<file path="config.mk">
export PLATFORM = sky130hd
export DESIGN_NAME = usps_top
export DESIGN_NICKNAME = d
export VERILOG_FILES = /design/src/usps_buf2.v /design/src/usps_sync.v /design/src/usps_top.v
export VERILOG_INCLUDE_DIRS = /design/src
export SDC_FILE = /design/constraint.sdc
export NUM_CORES = 1
export LEC_CHECK = 0
export BUFFER_PORTS_ARGS = -buffer_cell sky130_fd_sc_hd__buf_4
export CORE_MARGIN = 2
export CORE_UTILIZATION = 57
export DETAILED_ROUTE_END_ITERATION = 6
export GPL_TIMING_DRIVEN = 0
export PLACE_DENSITY = 0.88
export SETUP_SLACK_MARGIN = 0.02
export SLEW_MARGIN = 5
export SYNTH_ARGS = -nofsm -noshare
export SYNTH_HDL_FRONTEND = slang
export SYNTH_HIERARCHICAL = 1
export SYNTH_SLANG_ARGS = --single-unit
</file>
<file path="constraint.sdc">
create_clock -name ref_clk -period 3.7 [get_ports ref_clk]
set_input_delay 0.74 -clock ref_clk [delete_from_list [all_inputs] [get_ports ref_clk]]
set_output_delay 0.74 -clock ref_clk [all_outputs]
set_load 0.005 [all_outputs]
</file>
<file path="src/usps_consts.vh">
// constants shared by the serial pin-status block
`ifndef USPS_CONSTS_VH
`define USPS_CONSTS_VH

// ********************************************************
// clocking
// ********************************************************
`define USPS_REF_CLK_HZ        40000000
`define USPS_BAUD_REF_HZ       5068800
`define USPS_BAUD_HALF_DEFAULT 12'h042
`define USPS_SYNC_STAGES       2

// ********************************************************
// clock factor select
// ********************************************************
`define USPS_FACTOR_1X         2'h1
`define USPS_FACTOR_16X        2'h2
`define USPS_FACTOR_64X        2'h3
`define USPS_TICKS_1X          7'h01
`define USPS_TICKS_16X         7'h10
`define USPS_TICKS_64X         7'h40

// ********************************************************
// character format and status bit positions
// ********************************************************
`define USPS_DATA_BITS         8
`define USPS_SR_TX_FREE        0
`define USPS_SR_RX_AVAIL       1
`define USPS_SR_TX_IDLE_CHANGE 2
`define USPS_SR_OVERRUN        4
`define USPS_SR_FRAMING        5
`define USPS_SR_CARRIER        6
`define USPS_SR_SET_READY      7
`define USPS_SYNC_RESET        7'h7F
`define USPS_MARK              1'b1

`endif

</file>
<file path="src/usps_buf2.v">
// two-entry valid/ready buffer with flush
`timescale 1ns/1ps
module usps_buf2 #(
    parameter WIDTH = 8
) (
    input  wire             ref_clk,
    input  wire             reset_n,
    input  wire             flush,
    input  wire             in_valid,
    output wire             in_ready,
    input  wire [WIDTH-1:0] in_data,
    output wire             out_valid,
    input  wire             out_ready,
    output wire [WIDTH-1:0] out_data
);
    reg [WIDTH-1:0] mem_reg [0:1];
    reg             wr_ptr_reg;
    reg             rd_ptr_reg;
    reg [1:0]       count_reg;
    wire            push;
    wire            pop;

    assign in_ready  = (count_reg != 2'h2);
    assign out_valid = (count_reg != 2'h0);
    assign out_data  = mem_reg[rd_ptr_reg];
    assign push      = in_valid && in_ready;
    assign pop       = out_valid && out_ready;

    always @(posedge ref_clk or negedge reset_n) begin
        if (!reset_n) begin
            mem_reg[0] <= {WIDTH{1'b0}};
            mem_reg[1] <= {WIDTH{1'b0}};
            wr_ptr_reg <= 1'b0;
            rd_ptr_reg <= 1'b0;
            count_reg  <= 2'h0;
        end else if (flush) begin
            wr_ptr_reg <= 1'b0;
            rd_ptr_reg <= 1'b0;
            count_reg  <= 2'h0;
        end else begin
            if (push) begin
                mem_reg[wr_ptr_reg] <= in_data;
                wr_ptr_reg          <= ~wr_ptr_reg;
            end
            if (pop) begin
                rd_ptr_reg <= ~rd_ptr_reg;
            end
            if (push && !pop) begin
                count_reg <= count_reg + 2'h1;
            end else if (pop && !push) begin
                count_reg <= count_reg - 2'h1;
            end
        end
    end
endmodule

</file>
<file path="src/usps_sync.v">
// two flip-flop synchroniser for a group of pins
`timescale 1ns/1ps
module usps_sync #(
    parameter             WIDTH    = 1,
    parameter [WIDTH-1:0] RESET_VAL = {WIDTH{1'b1}}
) (
    input  wire             ref_clk,
    input  wire             reset_n,
    input  wire [WIDTH-1:0] async_in,
    output wire [WIDTH-1:0] sync_out
);
    reg [WIDTH-1:0] meta_reg;
    reg [WIDTH-1:0] stable_reg;

    // first stage feeds only the second stage
    always @(posedge ref_clk or negedge reset_n) begin
        if (!reset_n) begin
            meta_reg   <= RESET_VAL;
            stable_reg <= RESET_VAL;
        end else begin
            meta_reg   <= async_in;
            stable_reg <= meta_reg;
        end
    end

    assign sync_out = stable_reg;
endmodule

</file>
<file path="src/usps_top.v">
// serial receiver-transmitter pin, modem and status logic
`timescale 1ns/1ps
`include "usps_consts.vh"
module usps_top (
    input  wire       ref_clk,
    input  wire       reset_n,
    input  wire       tx_clock_internal,
    input  wire       rx_clock_internal,
    input  wire [1:0] clock_factor,
    input  wire [11:0] baud_half_count,
    input  wire       transmitter_enable_bit,
    input  wire       receiver_enable_bit,
    input  wire       command_bit_request_send,
    input  wire       command_bit_terminal_ready,
    input  wire       tx_valid,
    output wire       tx_ready,
    input  wire [7:0] tx_data,
    output wire       rx_valid,
    input  wire       rx_ready,
    output wire [7:0] rx_data,
    input  wire       status_read,
    output wire [7:0] status_bits,
    input  wire       baud_reference_clock,
    input  wire       rxd,
    output wire       txd,
    input  wire       transmit_bit_clock_in,
    output wire       transmit_bit_clock_out,
    output wire       transmit_bit_clock_oe,
    input  wire       receive_bit_clock_in,
    output wire       receive_bit_clock_out,
    output wire       receive_bit_clock_oe,
    input  wire       carrier_detect_n,
    input  wire       clear_to_send_n,
    input  wire       data_set_ready_n,
    output wire       request_to_send_n,
    output wire       data_terminal_ready_n,
    output wire       receive_char_available_n,
    output wire       transmit_holding_free_n,
    output wire       tx_idle_or_line_change_n
);
    // ********************************************************
    // state encodings
    // ********************************************************
    localparam [3:0] RX_IDLE  = 4'h1;
    localparam [3:0] RX_START = 4'h2;
    localparam [3:0] RX_DATA  = 4'h4;
    localparam [3:0] RX_STOP  = 4'h8;
    localparam [3:0] TX_IDLE  = 4'h1;
    localparam [3:0] TX_START = 4'h2;
    localparam [3:0] TX_DATA  = 4'h4;
    localparam [3:0] TX_STOP  = 4'h8;

    // ********************************************************
    // pin synchronisers
    // ********************************************************
    wire [6:0] pins_sync;
    wire       rxd_s;
    wire       txc_s;
    wire       rxc_s;
    wire       dcd_s;
    wire       cts_s;
    wire       dsr_s;
    wire       bref_s;

    usps_sync #(
        .WIDTH     (7),
        .RESET_VAL (`USPS_SYNC_RESET)
    ) u_sync (
        .ref_clk  (ref_clk),
        .reset_n  (reset_n),
        .async_in ({baud_reference_clock, data_set_ready_n, clear_to_send_n,
                    carrier_detect_n, receive_bit_clock_in, transmit_bit_clock_in, rxd}),
        .sync_out (pins_sync)
    );

    assign {bref_s, dsr_s, cts_s, dcd_s, rxc_s, txc_s, rxd_s} = pins_sync;

    // ********************************************************
    // internal baud generator
    // ********************************************************
    reg [11:0] baud_cnt_reg;
    reg        bref_prev_reg;
    reg        int_clk_reg;

    // reference at 5.0688 MHz is well under half the 40 MHz sampling clock
    always @(posedge ref_clk or negedge reset_n) begin
        if (!reset_n) begin
            baud_cnt_reg  <= 12'h000;
            bref_prev_reg <= 1'b1;
            int_clk_reg   <= 1'b1;
        end else begin
            bref_prev_reg <= bref_s;
            if (bref_s && !bref_prev_reg) begin
                if (baud_cnt_reg >= baud_half_count) begin
                    baud_cnt_reg <= 12'h000;
                    int_clk_reg  <= ~int_clk_reg;
                end else begin
                    baud_cnt_reg <= baud_cnt_reg + 12'h001;
                end
            end
        end
    end

    assign transmit_bit_clock_out = int_clk_reg;
    assign transmit_bit_clock_oe  = tx_clock_internal;
    assign receive_bit_clock_out  = int_clk_reg;
    assign receive_bit_clock_oe   = rx_clock_internal;

    // ********************************************************
    // clock edges and factor
    // ********************************************************
    reg  [6:0] ext_ticks;
    wire [6:0] tx_ticks;
    wire [6:0] rx_ticks;
    wire       tx_clk_lvl;
    wire       rx_clk_lvl;
    reg        tx_clk_prev_reg;
    reg        rx_clk_prev_reg;
    wire       tx_fall;
    wire       rx_rise;

    always @* begin
        case (clock_factor)
            `USPS_FACTOR_16X: ext_ticks = `USPS_TICKS_16X;
            `USPS_FACTOR_64X: ext_ticks = `USPS_TICKS_64X;
            default:          ext_ticks = `USPS_TICKS_1X;
        endcase
    end

    assign tx_ticks   = tx_clock_internal ? `USPS_TICKS_1X : ext_ticks;
    assign rx_ticks   = rx_clock_internal ? `USPS_TICKS_1X : ext_ticks;
    assign tx_clk_lvl = tx_clock_internal ? int_clk_reg : txc_s;
    assign rx_clk_lvl = rx_clock_internal ? int_clk_reg : rxc_s;
    assign tx_fall    = tx_clk_prev_reg && !tx_clk_lvl;
    assign rx_rise    = !rx_clk_prev_reg && rx_clk_lvl;

    always @(posedge ref_clk or negedge reset_n) begin
        if (!reset_n) begin
            tx_clk_prev_reg <= 1'b1;
            rx_clk_prev_reg <= 1'b1;
        end else begin
            tx_clk_prev_reg <= tx_clk_lvl;
            rx_clk_prev_reg <= rx_clk_lvl;
        end
    end

    // ********************************************************
    // receiver
    // ********************************************************
    reg  [3:0] rx_state_reg;
    reg  [6:0] rx_tick_reg;
    reg  [2:0] rx_bit_reg;
    reg  [7:0] rx_shift_reg;
    reg        rx_prev_data_reg;
    reg        rx_push_reg;
    reg        rx_frame_err_reg;
    wire       rx_run;
    wire       rx_in_ready;
    wire       rx_flush;

    // receiver only with carrier low and enabled
    assign rx_run   = receiver_enable_bit && !dcd_s;
    assign rx_flush = !rx_run;

    // sample on rising receive clock, mark high
    always @(posedge ref_clk or negedge reset_n) begin
        if (!reset_n) begin
            rx_state_reg     <= RX_IDLE;
            rx_tick_reg      <= 7'h00;
            rx_bit_reg       <= 3'h0;
            rx_shift_reg     <= 8'h00;
            rx_prev_data_reg <= `USPS_MARK;
            rx_push_reg      <= 1'b0;
            rx_frame_err_reg <= 1'b0;
        end else begin
            rx_push_reg <= 1'b0;
            if (!rx_run) begin
                rx_state_reg     <= RX_IDLE;
                rx_prev_data_reg <= `USPS_MARK;
            end else if (rx_rise) begin
                rx_prev_data_reg <= rxd_s;
                case (rx_state_reg)
                    RX_IDLE: begin
                        // a break must return to mark before the next start
                        if (rx_prev_data_reg && !rxd_s) begin
                            rx_tick_reg  <= 7'h00;
                            rx_state_reg <= (rx_ticks == `USPS_TICKS_1X) ? RX_DATA : RX_START;
                            rx_bit_reg   <= 3'h0;
                        end
                    end
                    RX_START: begin
                        if (rx_tick_reg == ((rx_ticks >> 1) - 7'h01)) begin
                            rx_tick_reg  <= 7'h00;
                            rx_state_reg <= rxd_s ? RX_IDLE : RX_DATA;
                        end else begin
                            rx_tick_reg <= rx_tick_reg + 7'h01;
                        end
                    end
                    RX_DATA: begin
                        if (rx_tick_reg == rx_ticks - 7'h01) begin
                            rx_tick_reg  <= 7'h00;
                            rx_shift_reg <= {rxd_s, rx_shift_reg[7:1]};
                            rx_bit_reg   <= rx_bit_reg + 3'h1;
                            if (rx_bit_reg == 3'h7) begin
                                rx_state_reg <= RX_STOP;
                            end
                        end else begin
                            rx_tick_reg <= rx_tick_reg + 7'h01;
                        end
                    end
                    RX_STOP: begin
                        if (rx_tick_reg == rx_ticks - 7'h01) begin
                            rx_tick_reg      <= 7'h00;
                            rx_push_reg      <= 1'b1;
                            rx_frame_err_reg <= !rxd_s;
                            rx_state_reg     <= RX_IDLE;
                        end else begin
                            rx_tick_reg <= rx_tick_reg + 7'h01;
                        end
                    end
                    default: rx_state_reg <= RX_IDLE;
                endcase
            end
        end
    end

    // assembled character enters the holding buffer
    usps_buf2 #(
        .WIDTH (8)
    ) u_rx_hold (
        .ref_clk   (ref_clk),
        .reset_n   (reset_n),
        .flush     (rx_flush),
        .in_valid  (rx_push_reg),
        .in_ready  (rx_in_ready),
        .in_data   (rx_shift_reg),
        .out_valid (rx_valid),
        .out_ready (rx_ready),
        .out_data  (rx_data)
    );

    // ********************************************************
    // transmitter
    // ********************************************************
    reg  [3:0] tx_state_reg;
    reg  [6:0] tx_tick_reg;
    reg  [2:0] tx_bit_reg;
    reg  [7:0] thr_reg;
    reg        thr_full_reg;
    reg  [7:0] tx_shift_reg;
    reg        txd_reg;
    reg        tx_empty_reg;
    wire       tx_step;
    wire       tx_load;
    wire       tx_take;

    assign tx_step  = tx_fall && (tx_tick_reg == tx_ticks - 7'h01);
    // new characters start only with clear-to-send low
    assign tx_take  = tx_step && (tx_state_reg == TX_IDLE) && thr_full_reg && !cts_s;
    assign tx_ready = !thr_full_reg;
    assign tx_load  = tx_valid && tx_ready;

    // reset aborts the character and parks the line at mark
    always @(posedge ref_clk or negedge reset_n) begin
        if (!reset_n) begin
            tx_state_reg <= TX_IDLE;
            tx_tick_reg  <= 7'h00;
            tx_bit_reg   <= 3'h0;
            thr_reg      <= 8'h00;
            thr_full_reg <= 1'b0;
            tx_shift_reg <= 8'h00;
            txd_reg      <= `USPS_MARK;
            tx_empty_reg <= 1'b0;
        end else begin
            // loading a character fills the holding register
            if (tx_load) begin
                thr_reg      <= tx_data;
                thr_full_reg <= 1'b1;
            end else if (tx_take) begin
                thr_full_reg <= 1'b0;
            end
            if (tx_fall) begin
                tx_tick_reg <= tx_step ? 7'h00 : tx_tick_reg + 7'h01;
            end
            if (!transmitter_enable_bit) begin
                tx_state_reg <= TX_IDLE;
                txd_reg      <= `USPS_MARK;
            end else if (tx_step) begin
                // data changes only at a falling-edge step
                case (tx_state_reg)
                    TX_IDLE: begin
                        if (tx_take) begin
                            tx_shift_reg <= thr_reg;
                            txd_reg      <= 1'b0;
                            tx_state_reg <= TX_START;
                        end
                    end
                    TX_START: begin
                        txd_reg      <= tx_shift_reg[0];
                        tx_shift_reg <= {1'b0, tx_shift_reg[7:1]};
                        tx_bit_reg   <= 3'h0;
                        tx_state_reg <= TX_DATA;
                    end
                    TX_DATA: begin
                        tx_bit_reg <= tx_bit_reg + 3'h1;
                        if (tx_bit_reg == 3'h7) begin
                            txd_reg      <= `USPS_MARK;
                            tx_state_reg <= TX_STOP;
                        end else begin
                            txd_reg      <= tx_shift_reg[0];
                            tx_shift_reg <= {1'b0, tx_shift_reg[7:1]};
                        end
                    end
                    TX_STOP: begin
                        tx_state_reg <= TX_IDLE;
                    end
                    default: tx_state_reg <= TX_IDLE;
                endcase
            end
            // drained flag sets at stop end, only a load clears it
            if (tx_enable_stop_done(tx_step, tx_state_reg, thr_full_reg, tx_load)) begin
                tx_empty_reg <= 1'b1;
            end else if (tx_load) begin
                tx_empty_reg <= 1'b0;
            end
        end
    end

    // drained means the stop bit ended with nothing waiting or arriving
    function tx_enable_stop_done;
        input       step;
        input [3:0] state;
        input       full;
        input       load;
        begin
            tx_enable_stop_done = step && (state == TX_STOP) && !full && !load;
        end
    endfunction

    assign txd = txd_reg;

    // ********************************************************
    // modem change detect and status
    // ********************************************************
    reg dcd_prev_reg;
    reg dsr_prev_reg;
    reg line_change_reg;
    reg overrun_reg;
    reg frame_err_reg;

    always @(posedge ref_clk or negedge reset_n) begin
        if (!reset_n) begin
            dcd_prev_reg    <= 1'b1;
            dsr_prev_reg    <= 1'b1;
            line_change_reg <= 1'b0;
            overrun_reg     <= 1'b0;
            frame_err_reg   <= 1'b0;
        end else begin
            dcd_prev_reg <= dcd_s;
            dsr_prev_reg <= dsr_s;
            // a carrier or set-ready change flags; set wins over a status read
            if ((dcd_s != dcd_prev_reg) || (dsr_s != dsr_prev_reg)) begin
                line_change_reg <= 1'b1;
            end else if (status_read) begin
                line_change_reg <= 1'b0;
            end
            // full holding buffer cannot take the character
            if (rx_push_reg && !rx_in_ready) begin
                overrun_reg <= 1'b1;
            end else if (status_read) begin
                overrun_reg <= 1'b0;
            end
            if (rx_push_reg && rx_in_ready) begin
                frame_err_reg <= rx_frame_err_reg;
            end else if (status_read) begin
                frame_err_reg <= 1'b0;
            end
        end
    end

    assign status_bits[`USPS_SR_TX_FREE]        = !thr_full_reg;
    assign status_bits[`USPS_SR_RX_AVAIL]       = rx_valid;
    assign status_bits[`USPS_SR_TX_IDLE_CHANGE] = tx_empty_reg || line_change_reg;
    assign status_bits[3]                       = 1'b0;
    assign status_bits[`USPS_SR_OVERRUN]        = overrun_reg;
    assign status_bits[`USPS_SR_FRAMING]        = frame_err_reg;
    assign status_bits[`USPS_SR_CARRIER]        = !dcd_s;
    assign status_bits[`USPS_SR_SET_READY]      = !dsr_s;

    // ********************************************************
    // status pins
    // ********************************************************
    // receive-ready follows the buffer, flushed when disabled
    assign receive_char_available_n = !status_bits[`USPS_SR_RX_AVAIL];
    // transmit-ready follows the free holding register
    assign transmit_holding_free_n  = !status_bits[`USPS_SR_TX_FREE];
    assign tx_idle_or_line_change_n = !status_bits[`USPS_SR_TX_IDLE_CHANGE];
    assign request_to_send_n        = !command_bit_request_send;
    assign data_terminal_ready_n    = !command_bit_terminal_ready;
endmodule

</file>
## After elaboration in Yosys (flattened, before gate mapping)

Index checks and enable logic that the tools add are counted.

- Input port bits: 40
- Output and inout bits: 28
- Word-level logic and storage cells: 210
- Flip-flop bits (word level): 113

- Reduce and logical (&&, ||, !) cells: 59
- $lt $le $gt $ge: 4
- Add/subtract/negate cells: 10
- Bitwise operators: 5
- Mux-type cells: 64
- Eq/ne operators: 36

Operators with widths:

| operator | number |
|---|---|
| $mux 8 | 6 |
| $mux 4 | 11 |
| $mux 7 | 6 |
| $pmux 8 s3 | 1 |
| $mux 1 | 23 |
| $eq 7x7->1 | 3 |
| $ne 3x3->1 const B | 7 |
| $pmux 7 s3 | 1 |
| $logic_and 1x1->1 | 19 |
| $bwmux 16 | 1 |
| $logic_not 1->1 | 16 |
| $pmux 4 s4 | 1 |
| $reduce_bool 2->1 | 8 |
| $add 7x1->7 const B | 2 |
| $pmux 7 s2 | 1 |
| $sub 7x1->7 const B | 2 |
| $add 12x1->12 const B | 1 |
| $ge 12x12->1 | 1 |
| $mux 12 | 1 |
| $mux 3 | 4 |
| $ne 2x2->1 const B | 6 |
| $pmux 3 s2 | 2 |
| $pmux 4 s3 | 1 |
| $reduce_and 4->1 | 3 |
| other kinds (29) | 51 |

## Logic depth before layout (Yosys ltp)

Gate-level depths: netlist of the first run.

- Depth in word-level cells: 13
- Mapped depth: 10

## Hierarchy

Netlist of the first run, hierarchy kept.

Modules (own cells, without submodules):

| module | seq. area each (sq um) | cells each | times used | area an instance (sq um) |
|---|---|---|---|---|
| usps_top | 1,989.4 | 436 | 1 | 4,366.7 |
| usps_buf2 | 500.5 | 66 | 1 | 928.4 |
| usps_sync | 367.9 | 14 | 1 | 367.9 |

## Least setup slack after synthesis of the first run

No wires, ideal clock.

- Kind: input -> register
- Start point: in rx_clock_internal
- End point: reg rx_state_reg[0]
- Library setup time: 0.064 ns
- Data required time: 3.636 ns
- Data arrival time: 2.938 ns
- Stages on the path: 9
- Setup slack: 0.698 ns
- Cells stage by stage: nor3b_1 > inv_1 > ha_1 > xnor2_1 > a211o_1 > o311ai_4 > nand4_4 > or4_1 > nand3_1

- Cells in the longest elaborated chain, start to end: 5
- Elaborated cells between the ends (all ways): 12
- Classes of those cells: add/sub (2); eq/ne (6); mux (2); reduce/logical (2)

RTL lines:

| item | RTL line | text |
|---|---|---|
| start: declaration | usps_top.v:8 | `input wire rx_clock_internal,` |
| $mux 7 | usps_top.v:131 | `` assign rx_ticks = rx_clock_internal ? `USPS_TICKS_1X : ext_ticks; `` |
| $sub 7x1->7 / $sub 6x1->7 (equally long branches) | usps_top.v:200, usps_top.v:212, usps_top.v:192 |  |
| $eq 7x7->1 (on tied branches) | usps_top.v:200, usps_top.v:212, usps_top.v:192 |  |
| $ne 3x3->1 (no line) | n/a |  |
| $reduce_and 6->1 (no line) (*) | n/a |  |
| end signal: assignment | usps_top.v:187 | `` rx_state_reg <= (rx_ticks == `USPS_TICKS_1X) ? RX_DATA : RX_START; `` |
| end signal: assignment | usps_top.v:194 | `rx_state_reg <= rxd_s ? RX_IDLE : RX_DATA;` |
| end: declaration | usps_top.v:150 | `reg [3:0] rx_state_reg;` |

Mark *: on every way between the ends. The rest lies on a longest branch, timed or not.
A chain may end at the register's enable or synchronous reset.

## Worst setup path after layout of the first run

- Start point: in rx_clock_internal
- End point: reg rx_shift_reg[5]

- Cells in the longest elaborated chain, start to end: 4
- Elaborated cells between the ends (all ways): 6
- Classes of those cells: add/sub (1); eq/ne (1); mux (2); reduce/logical (2)

RTL lines:

| item | RTL line | text |
|---|---|---|
| $mux 7 | usps_top.v:131 |  |
| $sub 7x1->7 | usps_top.v:200 | `if (rx_tick_reg == rx_ticks - 7'h01) begin` |
| $eq 7x7->1 | usps_top.v:200 |  |
| $reduce_and 4->1 (no line) (*) | n/a |  |
| end signal: assignment | usps_top.v:202 | `rx_shift_reg <= {rxd_s, rx_shift_reg[7:1]};` |
| end: declaration | usps_top.v:153 | `reg [7:0] rx_shift_reg;` |

Marks and branches as above.

==> results of run 1 <==
-- worst max-delay path, stage by stage --
cell and delay, ns:
buf_4 0.14, nor3b_1 0.32, inv_1 0.13, ha_1 0.30
xnor2_1 0.13, a211o_1 0.32, nor3_1 0.38, and3_1 0.28
buf_2 0.27, mux2_2 0.38
-- stage by stage --
stage	setup WS (ns)	std cells	hold WS (ns)
3_3_place_gp	0.378	715	0.346
5_1_grt	0.556	748	0.118
4_1_cts	0.718	747	0.314
2_1_floorplan	0.698	516	0.345
6_report	0.707	748	0.108
3_5_place_dp	0.271	715	0.347
-- worst max-delay path by stage --
stage | from | endpoint | slack [ns] | cells past startpoint
final | rx_clock_internal | rx_shift_reg[5]$_DFFE_PN0P_ | 0.71 | 10
after global routing | rx_clock_internal | rx_shift_reg[5]$_DFFE_PN0P_ | 0.56 | 10
after CTS | rx_clock_internal | rx_shift_reg[5]$_DFFE_PN0P_ | 0.72 | 10
after detailed placement | rx_clock_internal | rx_shift_reg[5]$_DFFE_PN0P_ | 0.27 | 10
after global placement | rx_clock_internal | rx_shift_reg[3]$_DFFE_PN0P_ | 0.38 | 10
after floorplan | rx_clock_internal | rx_state_reg[0]$_DFFE_PN1P_ | 0.70 | 9
-- layer usage --
layer  GRT usage [%]  vias to the layer above
li1                -                     1993
met1            28.6                     2063
met2            42.6                      142
met3            5.03                       34
met4            12.1                        0
met5               0                        -
-- power by group --
part	switching, W	leakage (nW)	internal, W
combinational	0.000340	1.60	0.000324
sequential	0.000180	1.44	0.00143
clock	0.000635	0.302	0.00105
-- layout make-up --
cell class              count  area [µm²]  share of cell area, %
flip-flops and latches    113        2860                   41.0
multi-input cells         344        2550                   36.6
repair buffers             67         527                   7.56
clock buffers              17         414                   5.94
clock inverters            15         196                   2.82
well taps                 133         166                   2.39
inverters                  36         135                   1.94
plain buffers              23         121                   1.74
-- placed cells by master (no fill, tap or decap), types with 16 or more instances in the layout --
master / synthesis / routed
dfrtp_1: 89 / 89
buf_4: 8 / 73
mux2_2: 42 / 42
inv_1: 35 / 35
o21ai_0: 33 / 33
nand2_1: 32 / 32
nor2_1: 28 / 28
dfstp_2: 24 / 24
ha_1: 22 / 22
xor2_1: 16 / 16
clkbuf_16: 0 / 16
-- kinds of logic after synthesis --
kind of cell | count (synthesis) | synth area share (%)
mux | 57 | 11.0
fa+ha+maj | 22 | 4.86
simple gates | 154 | 15.2
compound gates | 81 | 9.43
xor+xnor | 29 | 4.49
buf+inv | 59 | 4.53
other cells | 1 | 0.0662
flops | 113 | 50.5
==> flow_metrics.tcl, run 1 <==
set metrics [dict create \
    rsz0062_at_grt "no" \
    synthTopCellsByArea "dfrtp_1 39%, dfstp_2 11%, mux2_2 8.4%" \
    area_delta_synth_final_pct 23.0 \
    post-route-period-util_pct 80.9 \
    start_kind "input port" \
    worstSetupPathType "in2reg" \
    p_leak_nw 3.35 \
    fin_setup_tns_ns 0 \
    dr_wl_met2_mm 6.44 \
    regToRegStartpoint "baud_cnt_reg[0]$_DFFE_PN0P_" \
    power_w 0.00395 \
    antenna_left 0 \
    grt_max_degree 114 \
    timing.final.crit_period_ns 2.99 \
    yosysMostFrequentCell "dfrtp_1" \
    cap_violations 0 \
    synth-edff-count 0 \
    portBuffers 66 \
    finalSetupViolCount 0 \
    worstPathMaxFanout 10 \
    hold_viol 0 \
    wl_met1_mm 4.96 \
    first_pass_iters 5 \
    grt.total_usage_pct 24.4 \
    die_area_um2 10700 \
    cts-resized-gates 0 \
    final_area_um2 6970 \
    grt_overflow_total 0 \
    drive_above_1_share_pct 30.7 \
    wl_per_cell_um 16.5 \
    worst-endpoint-arrival_ns 3.40 \
    fp.dieH_um 104 \
    ys_warn_count 6 \
    synthArstFlopShare_pct 100 \
    routed.top_layer "met4" \
    drc 0 \
    die_w_um 104 \
    synth_nets 578 \
    drt_iter0_drc 190 \
    yosysSeqAreaShare_pct 50.5 \
    root_buffer "clkbuf_8" \
    final_util_pct 71.6 \
    powerDensity_nw_per_um2 568 \
    ys_types 59 \
    r2r_setup_slack_ns 1.23 \
    clock_skew_ns 0.0111 \
    grt_pass1_vias 4461 \
    fin_nets 664 \
    avgSynthCellArea_um2 11.0 \
    cts_setup_buffers 0 \
    largest_reg_flops 16 \
    netlist.area_leader.share_pct 39.3 \
    diodes 0 \
    wirelength_mm 12.3 \
    clk_pin_slew_ns 0.06 \
    cp.required_ns 4.11 \
    clk_path_buf_depth 2 \
    dp_hpwl_mm 7.88 \
    cts_sinks 113 \
    fmax_mhz 334 \
    design.core.area_um2 9730 \
    antenna_found_initial 0 \
    ys_ff_latch 113 \
    synth_flop_cell "dfrtp_1" \
    grt_pass1_wl_mm 21.0 \
    slew_headroom_pct 50.2 \
    via_per_inst 5.66 \
    r2r_end "baud_cnt_reg[3]$_DFFE_PN0P_" \
    placed_area_um2 6320 \
    rr_worst_depth 9 \
    clock_latency_ns 0.52 \
    vias 4232 \
    min_path_type "in2async" \
    status "completed" \
    h-tree-depth 4 \
    syn_area_um2 5660 \
    ios 68 \
    wl_met3_um 569 \
    rows 36 \
    synthCells 516 \
    tritoncts "done" \
    routabilityCongestion 0.877 \
    cts-buffers-inserted 17 \
    fillers 649 \
    hold_buffers 0 \
    worstMarginPinSlew_ns 0.737 \
    drv_slew 0 \
    cp-end-kind "flop" \
    yosysTopAreaCell "dfrtp_1" \
    initial_core_util_pct 58.2 \
    vdd_drop_max_mv 0.418 \
    synthTopCellsByCount "89 x dfrtp_1, 42 x mux2_2, 35 x inv_1" \
]
(Power assumes the default switching activity.)
==> run 2, diff against run 1 <==
--- a/config.mk
+++ b/config.mk
@@ -6,12 +6,13 @@
 export SDC_FILE = /design/constraint.sdc
 export NUM_CORES = 1
 export LEC_CHECK = 0
+export ABC_AREA = 1
 export BUFFER_PORTS_ARGS = -buffer_cell sky130_fd_sc_hd__buf_4
 export CORE_MARGIN = 2
-export CORE_UTILIZATION = 57
+export CORE_UTILIZATION = 53
 export DETAILED_ROUTE_END_ITERATION = 6
 export GPL_TIMING_DRIVEN = 0
-export PLACE_DENSITY = 0.88
+export PLACE_DENSITY = 0.86
 export SETUP_SLACK_MARGIN = 0.02
 export SLEW_MARGIN = 5
 export SYNTH_ARGS = -nofsm -noshare
==> constraint.sdc (replaced) <==
create_clock -name ref_clk -period 2.5 [get_ports ref_clk]
set_input_delay 0.5 -clock ref_clk [delete_from_list [all_inputs] [get_ports ref_clk]]
set_output_delay 0.5 -clock ref_clk [all_outputs]
set_load 0.005 [all_outputs]
==> run 2 against run 1 <==
- non-clock buffer count shrank 11
- register-to-register slack lost 0.74 ns
- die area grew 16%
- largest cell class unchanged
- sequential power grew 44%
- critical path depth grew 5
- largest power group unchanged
- worst setup slack lost 0.39 ns
- hold slack gained 0.087 ns
==> flow_metrics.tcl, run 2 <==
set metrics [dict create \
    status "completed" \
    diodes 0 \
    ios 68 \
    fp.dieH_um 112 \
    regArea_um2 2860 \
    design.core.area_um2 11400 \
    synthCells 738 \
    dr_wl_met2_mm 5.94 \
    cp-end-kind "flop" \
    hold_buffers 0 \
    fin_setup_tns_ns 0 \
    synthTopCellsByArea "dfrtp_1 36%, nand2_1 12%, dfstp_2 10%" \
    cts_sinks 113 \
    die_area_um2 12400 \
    yosysTopAreaCell "dfrtp_1" \
    antenna_left 0 \
    largest_reg_flops 16 \
    worst-endpoint-arrival_ns 2.48 \
    clk_path_buf_depth 2 \
    root_buffer "clkbuf_16" \
    synth-edff-count 0 \
    drv_slew 0 \
    portBuffers 65 \
    cts_setup_buffers 0 \
    drt_iter0_drc 247 \
    instances_no_fill 978 \
    initial_core_util_pct 53.9 \
    cts-resized-gates 0 \
    timing.final.crit_period_ns 2.18 \
    area_delta_synth_final_pct 21.1 \
    multi_input_area_um2 2730 \
    wl_met3_um 552 \
    wl_per_cell_um 12.2 \
    regToRegStartpoint "receive_bit_clock_out$_DFFE_PN1P_" \
    crit_start "tx_clock_internal" \
    tritoncts "done" \
    synth_flop_cell "dfrtp_1" \
    vdd_drop_max_mv 0.507 \
    synthArstFlopShare_pct 100 \
    cts-buffers-inserted 17 \
    hp-start "clear_to_send_n" \
    netlist.area_leader.share_pct 36.3 \
    cp_cell_sequence "buf_4 > inv_2 > nand2_1 > or2_2 > ha_1 > xnor2_1 > nor2_2 > nand2_4 > nor2_4 > nand3_1 > nand2_2 > nand2_4 > buf_6 > nand2_2 > o21ai_2" \
    dp_hpwl_mm 8.15 \
    die_w_um 112 \
    p_leak_nw 3.85 \
    wirelength_mm 11.9 \
    worstPathMaxFanout 10 \
    cp.required_ns 2.80 \
    ys_warn_count 6 \
    rows 39 \
    fillers 888 \
    drc 0 \
    grt_overflow_total 0 \
    p_comb_share_pct 18.5 \
    via_per_inst 5.05 \
    synthTopCellsByCount "199 x nand2_1, 107 x inv_1, 89 x dfrtp_1" \
    h-tree-depth 4 \
    slew_headroom_pct 34.5 \
    cap_violations 0 \
    hold_viol 0 \
    ys_ff_latch 113 \
    layout_commonest_cell "nand2_1" \
    min_path_type "in2reg" \
    grt_pass1_wl_mm 21.2 \
    post-route-period-util_pct 87.3 \
    vias 4936 \
    grt_max_degree 114 \
    first_pass_iters 5 \
    synth_nets 800 \
    powerDensity_nw_per_um2 802 \
    worstMarginPinSlew_ns 0.982 \
    grt.total_usage_pct 20.9 \
    drive_above_1_share_pct 24.3 \
    seq_power_share_pct 38.9 \
    rsz0062_at_grt "no" \
    clock_skew_ns 0.00861 \
    internal-power_w 0.00426 \
    routed.top_layer "met4" \
    placed_cells 946 \
    start_kind "input port" \
    cpPeakStageDelay_ns 0.28 \
    antenna_found_initial 0 \
    p_sw_w 0.00170 \
    syn_area_um2 6130 \
    fin_nets 884 \
    wl_met1_mm 5.18 \
    worstSetupPathType "in2reg" \
    final_cell_mix "199 x nand2_1, 107 x inv_1, 89 x dfrtp_1, 72 x buf_4, 60 x nor2_1" \
    grt_pass1_vias 4857 \
    ys_types 42 \
    yosysSeqAreaShare_pct 46.6 \
    hold_ws_ns 0.195 \
    finalSetupViolCount 0 \
    routabilityCongestion 0.869 \
    avgSynthCellArea_um2 8.31 \
    power.share.switching_pct 28.5 \
    clock_latency_ns 0.41 \
    final_util_pct 65.3 \
    crit_slowest_cell "or2_2" \
    clk_pin_slew_ns 0.05 \
    power_w 0.00595 \
    clock_power_share_pct 42.6 \
    yosysMostFrequentCell "nand2_1" \
    fmax_mhz 458 \
]
-- run 2: changes by cell type after synthesis, sizes merged, moves of 10 or more --
| cell | before | now |
|---|---|---|
| inv | 36 | 112 |
| mux2 | 42 | 0 |
| nand3 | 15 | 51 |
| clkbuf | 11 | 1 |
| nor2 | 28 | 73 |
| nand2 | 32 | 215 |
| o21ai | 33 | 57 |
-- run 2: power groups by stage --
stage	Sequential [W]	Clock, W	Combinational (W)
2_1_floorplan	0.00229	0	0.000821
3_3_place_gp	0.00233	0	0.00106
3_5_place_dp	0.00234	0	0.00110
4_1_cts	0.00232	0.00256	0.00111
5_1_grt	0.00236	0.00267	0.00127
6_report	0.00232	0.00254	0.00110
-- run 2: routing by layer --
layer,GRT usage [%],vias up
met5,0,-
li1,-,2498
met2,36.2,134
met3,5.12,22
met1,25.4,2282
met4,7.82,0
-- run 2: final cells by class --
class / count / area share, %
sequential: 113 / 38.5
multi-input combinational: 497 / 36.8
timing repair buffer: 65 / 6.62
clock buffer: 23 / 6.30
inverter: 114 / 5.76
tap: 143 / 2.41
clock inverter: 9 / 2.09
buffer: 14 / 1.53
-- run 2: worst paths after layout --
check | to | slack [ns] | cells past startpoint
hold reg to reg | u_sync/sync_out[6]$_DFF_PN1_ | 0.35 | 0
max in group asynchronous | tx_tick_reg[3]$_DFFE_PN0P_ | 1.61 | 1
setup / recovery | tx_shift_reg[6]$_DFFE_PN0P_ | 0.32 | 15
min in group asynchronous | thr_reg[5]$_DFFE_PN0P_ | 0.21 | 1
hold / removal | u_sync/meta_reg[4]$_DFF_PN1_ | 0.19 | 1
setup reg to reg | rx_tick_reg[6]$_DFFE_PN0P_ | 0.49 | 11
-- run 2: kinds of logic after synthesis --
| logic type | count (synthesis) | synth area share, % |
|---|---|---|
| compound gates | 83 | 9.06 |
| xor+xnor | 16 | 2.29 |
| fa+ha+maj | 22 | 4.49 |
| buf+inv | 128 | 8.84 |
| flops | 113 | 46.6 |
| mux | 7 | 1.14 |
| other cells | 1 | 0.0612 |
| simple gates | 368 | 27.5 |
-- run 2: worst max-delay path: cells and delay by family --
family	cells	cell delay, ns
AO/OA/AOI/OAI	1	0.05
XOR/XNOR	1	0.14
adder cells (fa/ha/maj)	1	0.28
buffers and inverters	3	0.36
AND/OR/NAND/NOR	9	1.15
-- run 2: per-stage QoR --
step,setup WS (ns),area (µm²)
2_1_floorplan,0.257,6130
3_3_place_gp,-0.0535,6800
3_5_place_dp,-0.0888,6800
4_1_cts,0.305,7420
5_1_grt,0.101,7420
6_report,0.318,7420
